--- src/hw/oag_pkg.sv ---
// Constants, mode codes and address arithmetic for the operand address generator.
// Assumes a single 8-bit data, 16-bit address memory bus shared by code and data.
// Behaviour
// - Inherent instructions are one byte; no extension bytes are fetched.
// - Immediate takes two bytes; the second byte is the operand, no memory access.
// - Short direct and short indirect reach page zero only, 0000h to 00FFh.
// - Long forms reach all 64 Kbyte but use more bytes and cycles.
// - Short direct: one address byte after opcode, operand at 00 to FF.
// - Long direct: two address bytes after opcode give a 16-bit address.
// - Indexed address is unsigned sum of chosen index register and offset.
// - Indexed without offset: no extra byte, address is index value alone.
// - Short indexed: one offset byte plus index, range 00 to 1FE.
// - Long indexed: two offset bytes plus index, anywhere in 64 Kbyte.
// - Indirect: byte after opcode is page-zero pointer address, pointer is read.
// - Short indirect: one-byte pointer is the operand address, 00 to FF.
// - Long indirect and long indirect-indexed read a 16-bit pointer word.
// - Indirect-indexed address is unsigned sum of index and fetched pointer.
// - Short indirect-indexed: byte pointer plus index, range 00 to 1FE.
// - Relative: signed 8-bit offset is added to the program counter.

package oag_pkg;

   localparam int          ADDR_W      = 16;
   localparam int          DATA_W      = 8;
   localparam logic [7:0]  PAGE_ZERO   = 8'h00;
   localparam logic [15:0] SHORT_MAX   = 16'h01FE;
   localparam logic [15:0] ADDR_RST    = 16'h0000;
   localparam logic [7:0]  BYTE_RST    = 8'h00;
   localparam logic [1:0]  LEN_NONE    = 2'h0;
   localparam logic [1:0]  LEN_BYTE    = 2'h1;
   localparam logic [1:0]  LEN_WORD    = 2'h2;

   typedef enum logic [3:0] {
      OAG_INH   = 4'h0,
      OAG_IMM   = 4'h1,
      OAG_DIR_S = 4'h2,
      OAG_DIR_L = 4'h3,
      OAG_IDX_0 = 4'h4,
      OAG_IDX_S = 4'h5,
      OAG_IDX_L = 4'h6,
      OAG_IND_S = 4'h7,
      OAG_IND_L = 4'h8,
      OAG_IIX_S = 4'h9,
      OAG_IIX_L = 4'hA,
      OAG_REL_D = 4'hB,
      OAG_REL_I = 4'hC
   } oag_mode_t;

   // Bytes that follow the opcode
   function automatic logic [1:0] oag_ext_len(input oag_mode_t m);
      case (m)
         OAG_IMM, OAG_DIR_S, OAG_IDX_S, OAG_IND_S, OAG_IND_L,
         OAG_IIX_S, OAG_IIX_L, OAG_REL_D, OAG_REL_I: oag_ext_len = LEN_BYTE;
         OAG_DIR_L, OAG_IDX_L:                      oag_ext_len = LEN_WORD;
         default:                                   oag_ext_len = LEN_NONE;
      endcase
   endfunction : oag_ext_len

   // Bytes of pointer read from page zero
   function automatic logic [1:0] oag_ptr_len(input oag_mode_t m);
      case (m)
         OAG_IND_S, OAG_IIX_S, OAG_REL_I: oag_ptr_len = LEN_BYTE;
         OAG_IND_L, OAG_IIX_L:            oag_ptr_len = LEN_WORD;
         default:                         oag_ptr_len = LEN_NONE;
      endcase
   endfunction : oag_ptr_len

   function automatic logic [15:0] oag_zext(input logic [7:0] b);
      oag_zext = {PAGE_ZERO, b};
   endfunction : oag_zext

   function automatic logic [15:0] oag_sext(input logic [7:0] b);
      oag_sext = {{8{b[7]}}, b};
   endfunction : oag_sext

   function automatic logic [15:0] oag_calc_ea(input oag_mode_t m, input logic [7:0] b1, input logic [7:0] b2,
                                               input logic [7:0] p1, input logic [7:0] p2,
                                               input logic [7:0] idx, input logic [15:0] npc);
      case (m)
         OAG_DIR_S: oag_calc_ea = oag_zext(b1);
         OAG_DIR_L: oag_calc_ea = {b1, b2};
         OAG_IDX_0: oag_calc_ea = oag_zext(idx);
         OAG_IDX_S: oag_calc_ea = oag_zext(b1) + oag_zext(idx);
         OAG_IDX_L: oag_calc_ea = {b1, b2} + oag_zext(idx);
         OAG_IND_S: oag_calc_ea = oag_zext(p1);
         OAG_IND_L: oag_calc_ea = {p1, p2};
         OAG_IIX_S: oag_calc_ea = oag_zext(p1) + oag_zext(idx);
         OAG_IIX_L: oag_calc_ea = {p1, p2} + oag_zext(idx);
         OAG_REL_D: oag_calc_ea = npc + oag_sext(b1);
         OAG_REL_I: oag_calc_ea = npc + oag_sext(p1);
         default:   oag_calc_ea = ADDR_RST;
      endcase
   endfunction : oag_calc_ea

endpackage : oag_pkg

--- src/hw/oag_fetch_if.sv ---
// Byte-fetch request path between the address generator and its bus fetcher.
// Assumes both ends run on core_clk.
`timescale 1ns/10ps
interface oag_fetch_if;
   logic        req;
   logic [15:0] addr;
   logic        rdy;
   logic [7:0]  data;

   modport master (output req, output addr, input rdy, input data);
   modport slave  (input req, input addr, output rdy, output data);
endinterface : oag_fetch_if

--- src/hw/oag_fetch.sv ---
// Single-byte reader on the shared memory bus.
// Assumes the memory answers with mem_ack on core_clk while mem_req stands.
`timescale 1ns/10ps
module oag_fetch (
   // Clock and reset
   input  wire logic        core_clk,
   input  wire logic        rst,
   input  wire logic        clk_en,
   // Request from the generator
   oag_fetch_if.slave       fif,
   // Memory bus
   output logic             mem_req,
   output logic [15:0]      mem_addr,
   input  wire logic [7:0]  mem_rdata,
   input  wire logic        mem_ack
);

   logic       rdy_reg;
   logic [7:0] data_reg;

   assign fif.rdy  = rdy_reg;
   assign fif.data = data_reg;

   // Request stands until the memory acknowledges
   always_ff @(posedge core_clk) begin
      if (rst) begin
         mem_req  <= 1'b0;
         mem_addr <= oag_pkg::ADDR_RST;
      end else if (clk_en) begin
         if (mem_req && mem_ack) begin
            mem_req <= 1'b0;
         end else if (fif.req && !mem_req) begin
            mem_req  <= 1'b1;
            mem_addr <= fif.addr;
         end
      end
   end

   always_ff @(posedge core_clk) begin
      if (rst) begin
         rdy_reg  <= 1'b0;
         data_reg <= oag_pkg::BYTE_RST;
      end else if (clk_en) begin
         rdy_reg <= mem_req && mem_ack;
         if (mem_req && mem_ack) begin
            data_reg <= mem_rdata;
         end
      end
   end

endmodule : oag_fetch

--- src/hw/oag_addr_gen.sv ---
// Operand address generator: counts extension bytes, reads page-zero pointers
// and forms the effective address. Assumes the caller gives the opcode address,
// the already selected index register value and the addressing mode.
`timescale 1ns/10ps
module oag_addr_gen #(
   parameter int ADDR_W = oag_pkg::ADDR_W,
   parameter int DATA_W = oag_pkg::DATA_W
) (
   // Clock and reset
   input  wire logic        core_clk,
   input  wire logic        rst,
   input  wire logic        clk_en,
   // Decode request
   input  wire logic        start,
   input  wire logic [3:0]  mode,
   input  wire logic [15:0] opc_addr,
   input  wire logic [7:0]  index_val,
   output logic             ready,
   // Result
   output logic             done,
   output logic [15:0]      ea,
   output logic [7:0]       operand,
   output logic [15:0]      next_pc,
   output logic [1:0]       ext_count,
   // Memory bus
   output logic             mem_req,
   output logic [15:0]      mem_addr,
   input  wire logic [7:0]  mem_rdata,
   input  wire logic        mem_ack
);

   generate
      if (ADDR_W != 16 || DATA_W != 8) begin : g_chk
         $error("oag_addr_gen serves only 16-bit addresses and 8-bit data");
      end
   endgenerate

   typedef enum logic [3:0] {
      S_IDLE = 4'b0001,
      S_EXT  = 4'b0010,
      S_PTR  = 4'b0100,
      S_CALC = 4'b1000
   } oag_state_t;

   oag_state_t          state_reg;
   oag_state_t          state_next;
   oag_pkg::oag_mode_t  mode_reg;
   logic [15:0]         pc_reg;
   logic [7:0]          idx_reg;
   logic [7:0]          b1_reg;
   logic [7:0]          b2_reg;
   logic [7:0]          p1_reg;
   logic [7:0]          p2_reg;
   logic [1:0]          cnt_reg;
   logic                pend_reg;
   logic [1:0]          nfetch_reg;
   logic [1:0]          ext_len;
   logic [1:0]          ptr_len;
   logic [15:0]         npc;

   oag_fetch_if fif ();

   oag_fetch u_fetch (
      .core_clk  (core_clk),
      .rst       (rst),
      .clk_en    (clk_en),
      .fif       (fif.slave),
      .mem_req   (mem_req),
      .mem_addr  (mem_addr),
      .mem_rdata (mem_rdata),
      .mem_ack   (mem_ack)
   );

   assign ext_len = oag_pkg::oag_ext_len(mode_reg);
   assign ptr_len = oag_pkg::oag_ptr_len(mode_reg);
   // Next instruction starts after opcode and its extension bytes
   assign npc     = pc_reg + 16'h0001 + {14'h0000, ext_len};
   assign ready   = (state_reg == S_IDLE);

   // One byte read at a time; a new request waits for the previous answer
   assign fif.req = ((state_reg == S_EXT) || (state_reg == S_PTR)) && !pend_reg;
   always_comb begin
      if (state_reg == S_PTR) begin
         fif.addr = oag_pkg::oag_zext(b1_reg) + {14'h0000, cnt_reg};
      end else begin
         fif.addr = pc_reg + 16'h0001 + {14'h0000, cnt_reg};
      end
   end

   // Sequencer
   always_comb begin
      state_next = state_reg;
      case (state_reg)
         S_IDLE: begin
            if (start) begin
               if (oag_pkg::oag_ext_len(oag_pkg::oag_mode_t'(mode)) == oag_pkg::LEN_NONE) begin
                  state_next = S_CALC;
               end else begin
                  state_next = S_EXT;
               end
            end
         end
         S_EXT: begin
            if (fif.rdy && (cnt_reg + 2'h1 == ext_len)) begin
               if (ptr_len == oag_pkg::LEN_NONE) begin
                  state_next = S_CALC;
               end else begin
                  state_next = S_PTR;
               end
            end
         end
         S_PTR: begin
            if (fif.rdy && (cnt_reg + 2'h1 == ptr_len)) begin
               state_next = S_CALC;
            end
         end
         S_CALC: begin
            state_next = S_IDLE;
         end
         default: begin
            state_next = S_IDLE;
         end
      endcase
   end

   always_ff @(posedge core_clk) begin
      if (rst) begin
         state_reg <= S_IDLE;
      end else if (clk_en) begin
         state_reg <= state_next;
      end
   end

   // Request capture; unknown mode codes fall back to inherent
   always_ff @(posedge core_clk) begin
      if (rst) begin
         mode_reg <= oag_pkg::OAG_INH;
         pc_reg   <= oag_pkg::ADDR_RST;
         idx_reg  <= oag_pkg::BYTE_RST;
      end else if (clk_en && ready && start) begin
         mode_reg <= (mode > 4'hC) ? oag_pkg::OAG_INH : oag_pkg::oag_mode_t'(mode);
         pc_reg   <= opc_addr;
         idx_reg  <= index_val;
      end
   end

   // Byte counter within a phase and outstanding-request flag
   always_ff @(posedge core_clk) begin
      if (rst) begin
         cnt_reg  <= 2'h0;
         pend_reg <= 1'b0;
      end else if (clk_en) begin
         if (state_reg != state_next) begin
            cnt_reg <= 2'h0;
         end else if (fif.rdy) begin
            cnt_reg <= cnt_reg + 2'h1;
         end
         if (fif.rdy) begin
            pend_reg <= 1'b0;
         end else if (fif.req) begin
            pend_reg <= 1'b1;
         end
      end
   end

   // Extension and pointer bytes, first byte is the high one
   always_ff @(posedge core_clk) begin
      if (rst) begin
         b1_reg <= oag_pkg::BYTE_RST;
         b2_reg <= oag_pkg::BYTE_RST;
         p1_reg <= oag_pkg::BYTE_RST;
         p2_reg <= oag_pkg::BYTE_RST;
      end else if (clk_en && fif.rdy) begin
         if (state_reg == S_EXT && cnt_reg == 2'h0) begin
            b1_reg <= fif.data;
         end
         if (state_reg == S_EXT && cnt_reg == 2'h1) begin
            b2_reg <= fif.data;
         end
         if (state_reg == S_PTR && cnt_reg == 2'h0) begin
            p1_reg <= fif.data;
         end
         if (state_reg == S_PTR && cnt_reg == 2'h1) begin
            p2_reg <= fif.data;
         end
      end
   end

   // Result, one-cycle done pulse
   always_ff @(posedge core_clk) begin
      if (rst) begin
         done      <= 1'b0;
         ea        <= oag_pkg::ADDR_RST;
         operand   <= oag_pkg::BYTE_RST;
         next_pc   <= oag_pkg::ADDR_RST;
         ext_count <= oag_pkg::LEN_NONE;
      end else if (clk_en) begin
         done <= (state_reg == S_CALC);
         if (state_reg == S_CALC) begin
            // Zero-extended 16-bit sums keep short indexed forms inside 1FE
            ea        <= oag_pkg::oag_calc_ea(mode_reg, b1_reg, b2_reg, p1_reg, p2_reg, idx_reg, npc);
            operand   <= (mode_reg == oag_pkg::OAG_IMM) ? b1_reg : oag_pkg::BYTE_RST;
            next_pc   <= npc;
            ext_count <= ext_len;
         end
      end
   end

   // Bytes read during the current instruction, watched by the checks below
   always_ff @(posedge core_clk) begin
      if (rst) begin
         nfetch_reg <= 2'h0;
      end else if (clk_en) begin
         if (ready && start) begin
            nfetch_reg <= 2'h0;
         end else if (fif.rdy) begin
            nfetch_reg <= nfetch_reg + 2'h1;
         end
      end
   end

   property p_inh;
      @(posedge core_clk) disable iff (rst)
      done && mode_reg == oag_pkg::OAG_INH |-> ext_count == 2'h0 && nfetch_reg == 2'h0 && next_pc == pc_reg + 16'h0001;
   endproperty
   a_inh: assert property (p_inh) else $error("inherent fetched extra bytes");

   property p_imm;
      @(posedge core_clk) disable iff (rst)
      done && mode_reg == oag_pkg::OAG_IMM |-> operand == b1_reg && nfetch_reg == 2'h1 && next_pc == pc_reg + 16'h0002;
   endproperty
   a_imm: assert property (p_imm) else $error("immediate operand or length wrong");

   property p_short_page;
      @(posedge core_clk) disable iff (rst)
      done && (mode_reg == oag_pkg::OAG_DIR_S || mode_reg == oag_pkg::OAG_IND_S) |-> ea[15:8] == 8'h00;
   endproperty
   a_short_page: assert property (p_short_page) else $error("short form left page zero");

   property p_long_len;
      @(posedge core_clk) disable iff (rst)
      done && (mode_reg == oag_pkg::OAG_DIR_L || mode_reg == oag_pkg::OAG_IDX_L) |-> nfetch_reg == 2'h2 && ext_count == 2'h2;
   endproperty
   a_long_len: assert property (p_long_len) else $error("long form length wrong");

   property p_dir_s;
      @(posedge core_clk) disable iff (rst)
      done && mode_reg == oag_pkg::OAG_DIR_S |-> ea == {8'h00, b1_reg} && nfetch_reg == 2'h1;
   endproperty
   a_dir_s: assert property (p_dir_s) else $error("short direct address wrong");

   property p_dir_l;
      @(posedge core_clk) disable iff (rst)
      done && mode_reg == oag_pkg::OAG_DIR_L |-> ea == {b1_reg, b2_reg};
   endproperty
   a_dir_l: assert property (p_dir_l) else $error("long direct address wrong");

   property p_idx_s;
      @(posedge core_clk) disable iff (rst)
      done && mode_reg == oag_pkg::OAG_IDX_S |-> ea == {8'h00, b1_reg} + {8'h00, idx_reg} && ea <= 16'h01FE;
   endproperty
   a_idx_s: assert property (p_idx_s) else $error("short indexed sum wrong");

   property p_idx_0;
      @(posedge core_clk) disable iff (rst)
      done && mode_reg == oag_pkg::OAG_IDX_0 |-> ea == {8'h00, idx_reg} && nfetch_reg == 2'h0;
   endproperty
   a_idx_0: assert property (p_idx_0) else $error("no-offset indexed wrong");

   property p_idx_l;
      @(posedge core_clk) disable iff (rst)
      done && mode_reg == oag_pkg::OAG_IDX_L |-> ea == {b1_reg, b2_reg} + {8'h00, idx_reg};
   endproperty
   a_idx_l: assert property (p_idx_l) else $error("long indexed sum wrong");

   property p_ptr_page;
      @(posedge core_clk) disable iff (rst)
      mem_req && state_reg == S_PTR |-> mem_addr[15:8] == 8'h00 || (mem_addr == 16'h0100 && b1_reg == 8'hFF);
   endproperty
   a_ptr_page: assert property (p_ptr_page) else $error("pointer read outside page zero");

   property p_ind_s;
      @(posedge core_clk) disable iff (rst)
      done && mode_reg == oag_pkg::OAG_IND_S |-> ea == {8'h00, p1_reg} && nfetch_reg == 2'h2;
   endproperty
   a_ind_s: assert property (p_ind_s) else $error("short indirect wrong");

   property p_long_ptr;
      @(posedge core_clk) disable iff (rst)
      done && (mode_reg == oag_pkg::OAG_IND_L || mode_reg == oag_pkg::OAG_IIX_L) |-> nfetch_reg == 2'h3;
   endproperty
   a_long_ptr: assert property (p_long_ptr) else $error("long pointer not a word");

   property p_iix;
      @(posedge core_clk) disable iff (rst)
      done && mode_reg == oag_pkg::OAG_IIX_L |-> ea == {p1_reg, p2_reg} + {8'h00, idx_reg};
   endproperty
   a_iix: assert property (p_iix) else $error("indirect indexed sum wrong");

   property p_iix_s;
      @(posedge core_clk) disable iff (rst)
      done && mode_reg == oag_pkg::OAG_IIX_S |-> ea == {8'h00, p1_reg} + {8'h00, idx_reg} && ea <= 16'h01FE;
   endproperty
   a_iix_s: assert property (p_iix_s) else $error("short indirect indexed wrong");

   property p_rel;
      @(posedge core_clk) disable iff (rst)
      done && mode_reg == oag_pkg::OAG_REL_D |-> ea == pc_reg + 16'h0002 + {{8{b1_reg[7]}}, b1_reg};
   endproperty
   a_rel: assert property (p_rel) else $error("relative target wrong");

   property p_ptr_order;
      @(posedge core_clk) disable iff (rst)
      $rose(mem_req) && state_reg == S_PTR && cnt_reg == 2'h1 |-> mem_addr == {8'h00, b1_reg} + 16'h0001;
   endproperty
   a_ptr_order: assert property (p_ptr_order) else $error("pointer low byte not at next address");

endmodule : oag_addr_gen

--- config.mk ---
export PLATFORM = sky130hd
export DESIGN_NAME = oag_addr_gen
export DESIGN_NICKNAME = d
export VERILOG_FILES = /design/src/hw/oag_pkg.sv /design/src/hw/oag_fetch_if.sv /design/src/hw/oag_fetch.sv /design/src/hw/oag_addr_gen.sv
export SDC_FILE = /design/constraint.sdc
export NUM_CORES = 1
export LEC_CHECK = 0
export BUFFER_PORTS_ARGS = -buffer_cell sky130_fd_sc_hd__buf_2
export CAP_MARGIN = 20
export CORE_MARGIN = 2
export CORE_UTILIZATION = 55
export DETAILED_ROUTE_END_ITERATION = 7
export PLACE_DENSITY = 0.76
export SYNTH_ARGS = -nofsm -noshare
export SYNTH_HDL_FRONTEND = slang
export SYNTH_SLANG_ARGS = --single-unit
--- constraint.sdc ---
create_clock -name core_clk -period 5.5 [get_ports core_clk]
set_input_delay 0.275 -clock core_clk [delete_from_list [all_inputs] [get_ports core_clk]]
set_output_delay 0.275 -clock core_clk [all_outputs]
set_load 0.05 [all_outputs]
* Word level (Yosys, flattened, before mapping)
Memories as Yosys holds them, arrays and structs flattened. A register that Yosys moved wholly into a read port is not among the register bits.
Index checks and enable logic that the tools add are counted.
Widths: inputs -> output; s select.
** Operators by class
- Magnitude comparators :: 1
- Equality and inequality tests :: 20
- Reductions and logical operators :: 33
- Mux-type cells :: 21
- $add $sub $neg :: 11
- Bitwise logic cells :: 1
** Operators with widths (number)
- $pmux 16 s11 :: 1
- $add 16x16->16 :: 2
- $add 16x2->16 :: 2
- $add 16x8->16 :: 2
- $mux 4 :: 8
- $eq 4x4->1 const B :: 6
- $eq 4x3->1 const B :: 5
- $add 8x8->9 :: 2
- $reduce_and 2->1 :: 9
- $add 16x1->16 const B :: 1
- $mux 16 :: 1
- $eq 4x2->1 const B :: 3
- $logic_and 1x1->1 :: 12
- $pmux 4 s3 :: 1
- $add 8x2->9 :: 1
- $eq 4x1->1 const B :: 2
- $mux 2 :: 4
- $mux 8 :: 1
- $logic_not 2->1 :: 3
- $reduce_bool 2->1 :: 3
- $eq 2x2->1 :: 2
- $gt 4x4->1 const B :: 1
- $mux 1 :: 4
- $ne 4x4->1 :: 1
- other kinds (9) :: 10
** Word-level totals
- Memories kept :: 2
- Logic and storage cells :: 108
- Memory bits (read-only) :: 64
- Bits in registers :: 136
** Memories
- (no name shown) :: words 16, width 2, rd ports 1, clocked after memory_dff 0, write ports 0, line oag_pkg.sv:51 : case (m)
- (no name shown) :: words 16, width 2, rd ports 1, clocked after memory_dff 1, write ports 0, line oag_pkg.sv:51

* Depth between registers and ports, before layout
Gate-level depths: netlist (run 1).
- Word-level depth :: 10
- Mapped depth :: 17

* By module
Synthesis (run 1) repeated with hierarchy kept, for this count alone.
** Second synthesis, totals
- Cell total of the unflattened synthesis :: 1159
- Area total of the unflattened synthesis :: 9312.7 um^2
** Modules (own cells, without submodules)
- oag_addr_gen :: times used 1, sequential area each 2242.2 um^2, cells each 1046, area each 8146.6 um^2
- oag_fetch :: times used 1, sequential area each 520.5 um^2, cells each 113, area each 1166.1 um^2

* Worst setup path before layout (run 1)
OpenSTA, ideal clock, no wires.
- Path kind :: register to register
- From :: reg state_reg[3]
- To :: reg ext_len[0] (netlist name)
- Setup time :: 0.128 ns
- Data arrival time :: 3.981 ns
- Stages on the path, launching flop included :: 12
- Required time :: 5.372 ns
- Clock period less this slack :: 4.110 ns
- Slack :: 1.390 ns
- Cells stage by stage :: dfxtp_1 -> clkbuf_1 -> nor4b_1 -> and3_1 -> clkbuf_1 -> nand3_1 -> a21oi_1 -> inv_1 -> ha_1 -> nor2b_1 -> a211oi_1 -> a21oi_1
** On the way
- Cells in the longest elaborated chain, start to end :: 5
** Ends and longest elaborated chain
- start: declaration :: line oag_addr_gen.sv:45 : oag_state_t state_reg;
- start signal: assignment :: line oag_addr_gen.sv:130 : state_reg <= state_next;
- $eq 4x1->1 :: line oag_addr_gen.sv:78 : assign ready = (state_reg == S_IDLE);
- via ready :: line oag_addr_gen.sv:18 : output logic ready,
- $logic_and 1x1->1 (2 in a row) :: line oag_addr_gen.sv:140 : end else if (clk_en && ready && start) begin
- $mux 4 (no line) (2 in a row)
The timed path passes the listed nets, and every way through them passes these cells.
A chain may end at the register's enable or synchronous reset.

* Final worst setup path (run 1)
- From :: reg mode_reg[2]
- To :: reg ea[15]
** On the way
- Cells in the longest elaborated chain, start to end :: 2
- Elaborated cells on any way between the ends :: 12
- Classes of those cells :: eq/ne (11); mux (1)
** Ends and longest elaborated chain
- start: declaration :: line oag_addr_gen.sv:47 : oag_pkg::oag_mode_t mode_reg;
- start signal: assignment :: line oag_addr_gen.sv:137 : mode_reg <= oag_pkg::OAG_INH;
- start signal: assignment :: line oag_addr_gen.sv:141 : mode_reg <= (mode > 4'hC) ? oag_pkg::OAG_INH : oag_pkg::oag_mode_t'(mode);
- $eq 4x4->1 (tied with other cells) :: line oag_pkg.sv:79 : case (m)
- $pmux 16 s11 * :: line oag_pkg.sv:79
- end signal: assignment :: line oag_addr_gen.sv:193 : ea <= oag_pkg::ADDR_RST;
- end signal: assignment :: line oag_addr_gen.sv:201 : ea <= oag_pkg::oag_calc_ea(mode_reg, b1_reg, b2_reg, p1_reg, p2_reg, idx_reg, npc);
- end: declaration :: line oag_addr_gen.sv:21 : output logic [15:0] ea,
Every way passes the cells marked *; elsewhere a longest branch is shown, timed or not.

==> impl_metrics.py, run 1 <==
metrics = {
    "outcome": {
        "outcome": "finished, final reports clean",
    },
    "layout": {
        "diodes": 0,
        "fin_cells": 1441,
        "seqCellArea_sq_um": 2760,
        "layout-drive-gt1-share": 0.157,
        "area_growth_syn_to_layout_pct": 15.4,
        "final_util": 0.651,
        "design_area_sq_um": 10400,
        "multi_input_area_sq_um": 5870,
        "nNetsFinal": 1307,
        "fillers": 1427,
    },
    "min_path": {
        "hold_class": "input port to flip-flop",
    },
    "synth": {
        "ys_ff_latch": 138,
        "synth-edff-count": 0,
        "ys.flop_type": "dfxtp_1",
        "syn_area_per_cell_sq_um": 7.88,
        "synth_cell_types": 66,
        "synth_warnings": 0,
        "ys_seq_area_frac": 0.307,
        "syn_nets": 1234,
        "synthCells": 1140,
        "synthArstFlopShare": 0,
        "syn_area_sq_um": 8990,
    },
    "worst_setup_path": {
        "worstPathMaxFanout": 18,
        "path_class": "flip-flop to flip-flop",
        "reg2reg_from": "mode_reg[2]",
        "critPathCaptureType": "flip-flop",
        "reg2reg_to": "ea[15]",
        "crit_required_ns": 5.88,
        "critPathLaunch": "mode_reg[2]",
        "r2r_slack_ns": 0.89,
        "cp.arrival_ns": 4.99,
        "cp-endpoint": "ea[15]",
        "critPathLaunchType": "flip-flop",
        "rr_worst_depth": 12,
    },
    "floorplan": {
        "std_cell_rows": 46,
        "die_y_microns": 132,
        "die_w_microns": 132,
        "start_util": 0.564,
        "core_sq_um": 15900,
        "ios": 102,
        "fp.dieArea_sq_um": 17400,
    },
    "placed_design": {
        "place_inst": 1408,
        "globalplace.congestion": 0.970,
        "port_buffers": 101,
        "dp_hpwl_mm": 20.3,
        "post-place-ws_ns": 1.08,
        "place_area_sq_um": 9680,
    },
    "timing": {
        "relSlewSlack": 0.303,
        "fmax_mhz": 217,
        "finClkSkew_ns": 0.0105,
        "layout_setup_ws_ns": 0.887,
        "setup_viol": 0,
        "min_period_ns": 4.61,
        "maxSlewViolCount": 0,
        "hold_ws_ns": 0.0781,
        "finalHoldViolations": 0,
        "grt_setup_unrepaired": "no",
        "post-route-period-util": 0.839,
        "tightest_slew_ns": 1.05,
        "setup_tns_ns": 0,
    },
    "clocking": {
        "cts_max_path_buffers": 2,
        "cts_hold_buffers": 0,
        "cts_setup_buffers": 0,
        "cts_tree": "built",
        "cts.repair.resized": 0,
        "cts-htree-levels": 4,
        "cts_buffers": 17,
        "clk_latency_ns": 0.43,
        "cts.reportedPaths.clkPinSlew_ns": 0.06,
        "cts_sinks": 138,
        "cts_root_buf": "clkbuf_16",
    },
    "power": {
        "p_leak_nw": 3.96,
        "peakVddDrop_mv": 0.214,
        "finalPower_mw": 2.52,
        "p_per_area_nw_per_um2": 243,
    },
    "global_route": {
        "gr-total-overflow": 0,
        "grt_pass1_vias": 8179,
        "grt_pass1_wl_mm": 44.7,
        "antenna_found_initial": 0,
        "grt_use_total": 0.323,
        "grt_max_degree": 82,
    },
    "detailed_routing": {
        "totalWireLength_mm": 28.5,
        "vias": 8824,
        "first_pass_iters": 7,
        "drt_iter0_markers": 945,
        "viasPerCell": 6.12,
        "wl_per_cell_microns": 19.7,
        "post-route-drc-count": 0,
        "ant_nets": 0,
    },
    "job": {
        "maxCapViolations": 0,
    },
}
==> metal layers <==
metal,GRT usage,routed length [microns]
met1,0.467,12700
met2,0.493,12400
met3,0.0581,2700
met4,0.0966,665
met5,0,0
==> worst min path at each step <==
stage	startpoint	to	slack, ns	depth (start not counted)
floorplan	opc_addr[15]	pc_reg[15]	0.41	2
global route	opc_addr[8]	pc_reg[8]	0.09	3
detailed placement	u_fetch.mem_addr[15]	u_fetch.mem_addr[15]	0.44	2
CTS	opc_addr[10]	pc_reg[10]	0.08	3
finish	index_val[3]	idx_reg[3]	0.08	3
global placement	u_fetch.mem_addr[15]	u_fetch.mem_addr[15]	0.44	2
==> power by group <==
| part | total [mW] | switching, mW | internal (mW) |
|---|---|---|---|
| clock network | 1.30 | 0.446 | 0.851 |
| registers | 1.04 | 0.0258 | 1.01 |
| logic | 0.187 | 0.121 | 0.0660 |
==> layout make-up <==
type | instances | area share
multi-input combinational | 900 | 0.566
sequential | 138 | 0.266
timing repair buffer | 123 | 0.0653
clock buffer | 21 | 0.0463
tap | 216 | 0.0261
clock inverter | 10 | 0.0181
inverter | 33 | 0.0119
==> cells in the mapped netlist (10+ instances only) <==
| cell | n | area (sq um) |
|---|---|---|
| nand3_1 | 44 | 220 |
| clkbuf_1 | 55 | 206 |
| a21o_1 | 10 | 75.1 |
| mux2i_1 | 50 | 500 |
| xor2_1 | 29 | 254 |
| a22oi_1 | 25 | 188 |
| or3_1 | 11 | 68.8 |
| nand2_1 | 168 | 631 |
| nor2b_1 | 10 | 62.6 |
| a21oi_1 | 113 | 566 |
| dfxtp_1 | 138 | 2760 |
| xnor2_1 | 49 | 429 |
| inv_1 | 32 | 120 |
| mux2_2 | 22 | 248 |
| a211oi_1 | 12 | 90.1 |
| nor3_1 | 21 | 105 |
| nor2_1 | 111 | 417 |
| o21ai_0 | 34 | 170 |
| ha_1 | 47 | 588 |
==> kinds of logic (layout without fill, tap and decap cells) <==
family                     after synthesis  count (layout)  share of synthesized area
muxes                                   72              72                     0.0833
DFF                                    138             138                      0.307
xor gates and xnor gates                79              79                     0.0785
and+or+nand+nor                        423             423                      0.215
adders and majority gates               53              53                     0.0788
AOI/OAI and AO/OA                      273             273                      0.193
buffers and inverters                  102             187                     0.0433
==> critical path: stages, from the launching register on <==
cell,delay (ns)
dfxtp_1,0.89
inv_1,0.27
nor4_2,0.78
o21ai_0,0.32
ha_1,0.36
a21oi_1,0.24
o211ai_1,0.24
o21ai_0,0.33
a21oi_1,0.13
or4_1,0.54
a21bo_2,0.21
mux2i_1,0.14
a21o_1,0.10
==> layout by cell type (no fill, tap or decap), types with 10 or more instances in the layout <==
cell type / instances
nor3_1: 21
mux2i_1: 50
clkbuf_16: 17
nand3_1: 44
mux2_2: 22
xnor2_1: 49
nand2_1: 168
xor2_1: 29
a211oi_1: 12
buf_4: 22
or3_1: 11
buf_2: 100
nor2_1: 111
nor2b_1: 10
o21ai_0: 34
inv_1: 32
a21oi_1: 113
dfxtp_1: 138
a22oi_1: 25
ha_1: 47
a21o_1: 10
(Power assumes the default switching activity.)
==> run 2: changes to the inputs <==
--- a/config.mk
+++ b/config.mk
@@ -8,9 +8,9 @@
 export BUFFER_PORTS_ARGS = -buffer_cell sky130_fd_sc_hd__buf_2
 export CAP_MARGIN = 20
 export CORE_MARGIN = 2
-export CORE_UTILIZATION = 55
+export CORE_UTILIZATION = 54
 export DETAILED_ROUTE_END_ITERATION = 7
-export PLACE_DENSITY = 0.76
+export PLACE_DENSITY = 0.77
 export SYNTH_ARGS = -nofsm -noshare
 export SYNTH_HDL_FRONTEND = slang
 export SYNTH_SLANG_ARGS = --single-unit
==> constraint.sdc (replaced) <==
create_clock -name core_clk -period 4.1 [get_ports core_clk]
set_input_delay 0.205 -clock core_clk [delete_from_list [all_inputs] [get_ports core_clk]]
set_output_delay 0.205 -clock core_clk [all_outputs]
set_load 0.05 [all_outputs]
==> impl_metrics.py, run 2 (synthesis results as in run 1) <==
metrics = {
    "detailed_routing": {
        "wl_per_cell_microns": 18.9,
        "drt_iter0_markers": 1086,
        "totalWireLength_mm": 28.2,
        "vias": 9028,
        "viasPerCell": 6.08,
        "first_pass_iters": 5,
        "ant_nets": 0,
        "post-route-drc-count": 0,
    },
    "timing": {
        "maxSlewViolCount": 0,
        "relSlewSlack": 0.302,
        "post-route-period-util": 0.942,
        "tightest_slew_ns": 1.04,
        "min_period_ns": 3.86,
        "setup_viol": 0,
        "finalHoldViolations": 0,
        "fmax_mhz": 259,
        "finClkSkew_ns": 0.00804,
        "grt_setup_unrepaired": "no",
        "setup_tns_ns": 0,
        "layout_setup_ws_ns": 0.237,
    },
    "global_route": {
        "grt_pass1_vias": 8313,
        "grt_use_total": 0.320,
        "antenna_found_initial": 0,
        "grt_max_degree": 80,
        "grt_pass1_wl_mm": 44.4,
        "gr-total-overflow": 0,
    },
    "min_path": {
        "hold_class": "input port to flip-flop",
    },
    "layout": {
        "final_common_cell": "nand2_1",
        "nNetsFinal": 1347,
        "diodes": 0,
        "final_cell_mix": "nand2_1, dfxtp_1, a21oi_1",
        "fin_cells": 1486,
        "layout-drive-gt1-share": 0.179,
        "area_growth_syn_to_layout_pct": 20.0,
        "design_area_sq_um": 10800,
        "final_util": 0.658,
    },
    "clocking": {
        "clk_latency_ns": 0.44,
        "cts-htree-levels": 4,
        "cts_root_buf": "clkbuf_16",
        "cts_sinks": 138,
        "cts_buffers": 17,
        "cts_tree": "built",
        "cts.reportedPaths.clkPinSlew_ns": 0.06,
        "cts_max_path_buffers": 2,
    },
    "job": {
        "maxCapViolations": 0,
    },
    "floorplan": {
        "die_y_microns": 133,
        "fp.dieArea_sq_um": 17700,
        "core_sq_um": 16400,
        "start_util": 0.548,
        "die_w_microns": 133,
        "ios": 102,
        "std_cell_rows": 47,
    },
    "worst_setup_path": {
        "worstPathMaxFanout": 8,
        "crit_required_ns": 4.48,
        "crit_path_frequent_cell": "nor2_1",
        "critPathCaptureType": "flip-flop",
        "cpMaxStageDelayCell": "or4_4",
        "critPathLaunchType": "flip-flop",
        "cpPeakStageDelay_ns": 0.58,
        "path_cells": "nand2_4 -> or3_1 -> and2_2 -> or4_4 -> o21a_1 -> nor2_1 -> ha_2 -> a21oi_2 -> nor2_1 -> nor2_1 -> a21oi_1 -> or4_1 -> a21bo_2 -> mux2i_1 -> a21o_1",
        "path_class": "flip-flop to flip-flop",
        "cp.arrival_ns": 4.25,
    },
    "power": {
        "peakVddDrop_mv": 0.295,
        "p_per_area_nw_per_um2": 327,
        "p_leak_nw": 4.17,
    },
    "placed_design": {
        "globalplace.congestion": 1.02,
        "dp_hpwl_mm": 20.3,
        "port_buffers": 101,
        "post-place-ws_ns": -0.00130,
        "place_inst": 1436,
        "place_area_sq_um": 9880,
    },
    "outcome": {
        "outcome": "finished, final reports clean",
    },
}
[run 2: power breakdown]
part | switching (mW) | internal (mW)
logic | 0.170 | 0.103
clock network | 0.610 | 1.25
registers | 0.0290 | 1.36
total | 0.809 | 2.72
[run 2: path summary, 6_finish.rpt]
path                     start          end  slack [ns]  cells after the start
hold reg to reg    next_pc[15]  next_pc[15]        0.45                      2
setup / recovery     pc_reg[0]       ea[15]        0.24                     15
hold / removal    opc_addr[15]   pc_reg[15]       0.008                      3
setup reg to reg     pc_reg[0]       ea[15]        0.24                     15
[run 2: what timing repair did]
action / 4_1_cts / 5_1_grt
setup buffers: 0 / 2
setup endpoints to repair: 1 / 4
hold endpoints to repair: 15 / 0
pin swaps: 0 / 3
gates resized for setup: 2 / 10
hold buffers: 15 / 0
[run 2: per-stage QoR]
| step | hold WS [ns] | power [mW] |
|---|---|---|
| floorplan | 0.341 | 1.58 |
| global placement | 0.439 | 1.67 |
| detailed placement | 0.446 | 1.67 |
| CTS | 0.000479 | 3.54 |
| global route | 0.0123 | 3.62 |
| finish | 0.00767 | 3.52 |
[run 2: metal layers]
metal | part of all wire | track usage | wire (microns)
met2 | 0.42 | 0.470 | 11900
met4 | 0.033 | 0.136 | 925
met3 | 0.097 | 0.0759 | 2740
met5 | 0 | 0 | 0
met1 | 0.45 | 0.450 | 12600
[run 2: worst max-delay path, delay by kind of cell (launching register included)]
| family | cells | cell delay, ns |
|---|---|---|
| mux | 1 | 0.16 |
| fa+ha+maj | 1 | 0.35 |
| flops | 1 | 0.41 |
| compound gates | 5 | 0.77 |
| simple gates | 8 | 2.12 |
[run 2: cell type report]
| cell class | instances | area, sq um |
|---|---|---|
| sequential | 138 | 2770 |
| tap | 220 | 275 |
| fill | 1399 | 5620 |
| timing repair buffer | 163 | 1010 |
| clock buffer | 22 | 474 |
| inverter | 33 | 124 |
| clock inverter | 10 | 235 |
| multi-input combinational | 900 | 5900 |
==> run 3: changes to the inputs <==
--- a/config.mk
+++ b/config.mk
@@ -8,9 +8,8 @@
 export BUFFER_PORTS_ARGS = -buffer_cell sky130_fd_sc_hd__buf_2
 export CAP_MARGIN = 20
 export CORE_MARGIN = 2
-export CORE_UTILIZATION = 54
+export CORE_UTILIZATION = 42
 export DETAILED_ROUTE_END_ITERATION = 7
-export PLACE_DENSITY = 0.77
 export SYNTH_ARGS = -nofsm -noshare
 export SYNTH_HDL_FRONTEND = slang
 export SYNTH_SLANG_ARGS = --single-unit
==> impl_metrics.py, run 3 (synthesis results as in run 1) <==
metrics = {
    "worst_setup_path": {
        "path_class": "flip-flop to flip-flop",
        "worstPathMaxFanout": 7,
        "rr_worst_depth": 15,
        "critPathLaunchType": "flip-flop",
        "r2r_slack_ns": 0.28,
        "critPathCaptureType": "flip-flop",
        "reg2reg_from": "pc_reg[1]",
        "cp.arrival_ns": 4.19,
        "reg2reg_to": "ea[15]",
        "crit_required_ns": 4.47,
    },
    "timing": {
        "finalHoldViolations": 0,
        "setup_viol": 0,
        "layout_setup_ws_ns": 0.281,
        "tightest_slew_ns": 1.05,
        "relSlewSlack": 0.297,
        "setup_tns_ns": 0,
        "post-route-period-util": 0.931,
        "grt_setup_unrepaired": "no",
        "finClkSkew_ns": 0.00813,
        "fmax_mhz": 262,
        "min_period_ns": 3.82,
        "maxSlewViolCount": 0,
    },
    "floorplan": {
        "die_w_microns": 150,
        "fp.dieArea_sq_um": 22600,
        "ios": 102,
        "std_cell_rows": 53,
        "start_util": 0.428,
        "core_sq_um": 21000,
        "die_y_microns": 150,
    },
    "power": {
        "p_per_area_nw_per_um2": 303,
        "peakVddDrop_mv": 0.267,
        "finalPower_mw": 3.19,
        "p_leak_nw": 4.03,
    },
    "global_route": {
        "grt_pass1_vias": 8015,
        "grt_use_met2": 0.403,
        "grt_pass1_wl_mm": 44.9,
        "gr-usage-met1": 0.365,
        "antenna_found_initial": 0,
        "grt_use_total": 0.257,
        "use_met3": 0.0388,
        "gr-total-overflow": 0,
        "grt_max_degree": 72,
        "top_usage_layer": "met2",
    },
    "min_path": {
        "worst_hold_path.endpoint": "pc_reg[1]",
        "min-delay-start": "opc_addr[1]",
        "hold_class": "input port to flip-flop",
        "hold_depth": 3,
    },
    "detailed_routing": {
        "post-route-drc-count": 0,
        "ant_nets": 0,
        "first_pass_iters": 5,
        "vias": 8638,
        "drt_iter0_markers": 772,
        "wl_per_cell_microns": 18.8,
        "totalWireLength_mm": 28.6,
        "viasPerCell": 5.68,
    },
    "layout": {
        "diodes": 0,
        "layout-drive-gt1-share": 0.177,
        "final_common_cell": "nand2_1",
        "area_growth_syn_to_layout_pct": 17.3,
        "fin_cells": 1521,
        "nNetsFinal": 1328,
        "final_cell_mix": "nand2_1, dfxtp_1, a21oi_1",
    },
    "placed_design": {
        "dp_hpwl_mm": 21.0,
        "place_inst": 1490,
        "globalplace.congestion": 0.915,
        "post-place-ws_ns": -0.0109,
        "port_buffers": 101,
    },
    "job": {
        "maxCapViolations": 0,
    },
    "clocking": {
        "cts.reportedPaths.clkPinSlew_ns": 0.06,
        "cts_root_buf": "clkbuf_16",
        "cts-htree-levels": 4,
        "clk_latency_ns": 0.43,
        "cts_sinks": 138,
        "cts_buffers": 17,
        "cts_max_path_buffers": 2,
        "cts_tree": "built",
    },
    "outcome": {
        "outcome": "finished, final reports clean",
    },
}
[run 3: stage by stage]
step / hold slack (ns) / cell area [sq um] / utilization
6_report: 0.00897 / 10500 / 0.501
5_1_grt: 0.00181 / 10500 / 0.501
4_1_cts: 0.00117 / 10500 / 0.500
3_5_place_dp: 0.446 / 9940 / 0.473
3_3_place_gp: 0.441 / 9940 / 0.473
2_1_floorplan: 0.341 / 8990 / -
[run 3: layout make-up]
cell class              instances  area (sq um)
clock buffers                  20           457
repair buffers                144           831
fillers                      2080         10500
multi-input cells             900          5890
clock inverters                11           123
flip-flops and latches        138          2770
inverters                      33           124
well taps                     275           344
[run 3: power breakdown]
part / internal [mW] / switching [mW]
Sequential: 1.36 / 0.0295
Combinational: 0.0948 / 0.166
Clock: 0.922 / 0.622
[run 3: metal layers]
layer  up-vias  routed length (microns)
met1      4116                    13800
met4         0                      465
met5         -                        0
met3        31                     1610
li1       4218                        -
met2       273                    12700
[run 3: what timing repair did]
item                                    CTS  global route
gates resized for setup                   1             9
pin swaps                                 0             2
buffers inserted                          0             0
endpoints found under the setup margin    1             5
hold buffers                              0             0
[run 3: worst max-delay path: stages (launching register included)]
cell and delay, ns:
dfxtp_2 0.40, nand2_4 0.06, or3_1 0.36, and2_2 0.25
or4_4 0.58, o21a_1 0.21, nor2_1 0.16, ha_1 0.34
a21oi_2 0.17, nor2_1 0.05, nor2_1 0.12, a21oi_1 0.10
or4_1 0.53, a21bo_2 0.21, mux2i_1 0.13, a21o_1 0.09
[run 3: how the worst max path moves through the flow]
| stage | start | to | slack (ns) | cells after the start |
|---|---|---|---|---|
| after CTS | pc_reg[1] | ea[15] | 0.06 | 16 |
| after floorplan | mode_reg[2] | ea[14] | 0.1 | 16 |
| after global routing | pc_reg[3] | ea[12] | 0.008 | 15 |
| final | pc_reg[1] | ea[15] | 0.28 | 15 |
| after global placement | pc_reg[1] | ea[15] | 0.09 | 16 |
| after detailed placement | pc_reg[1] | ea[15] | -0.01 | 16 |
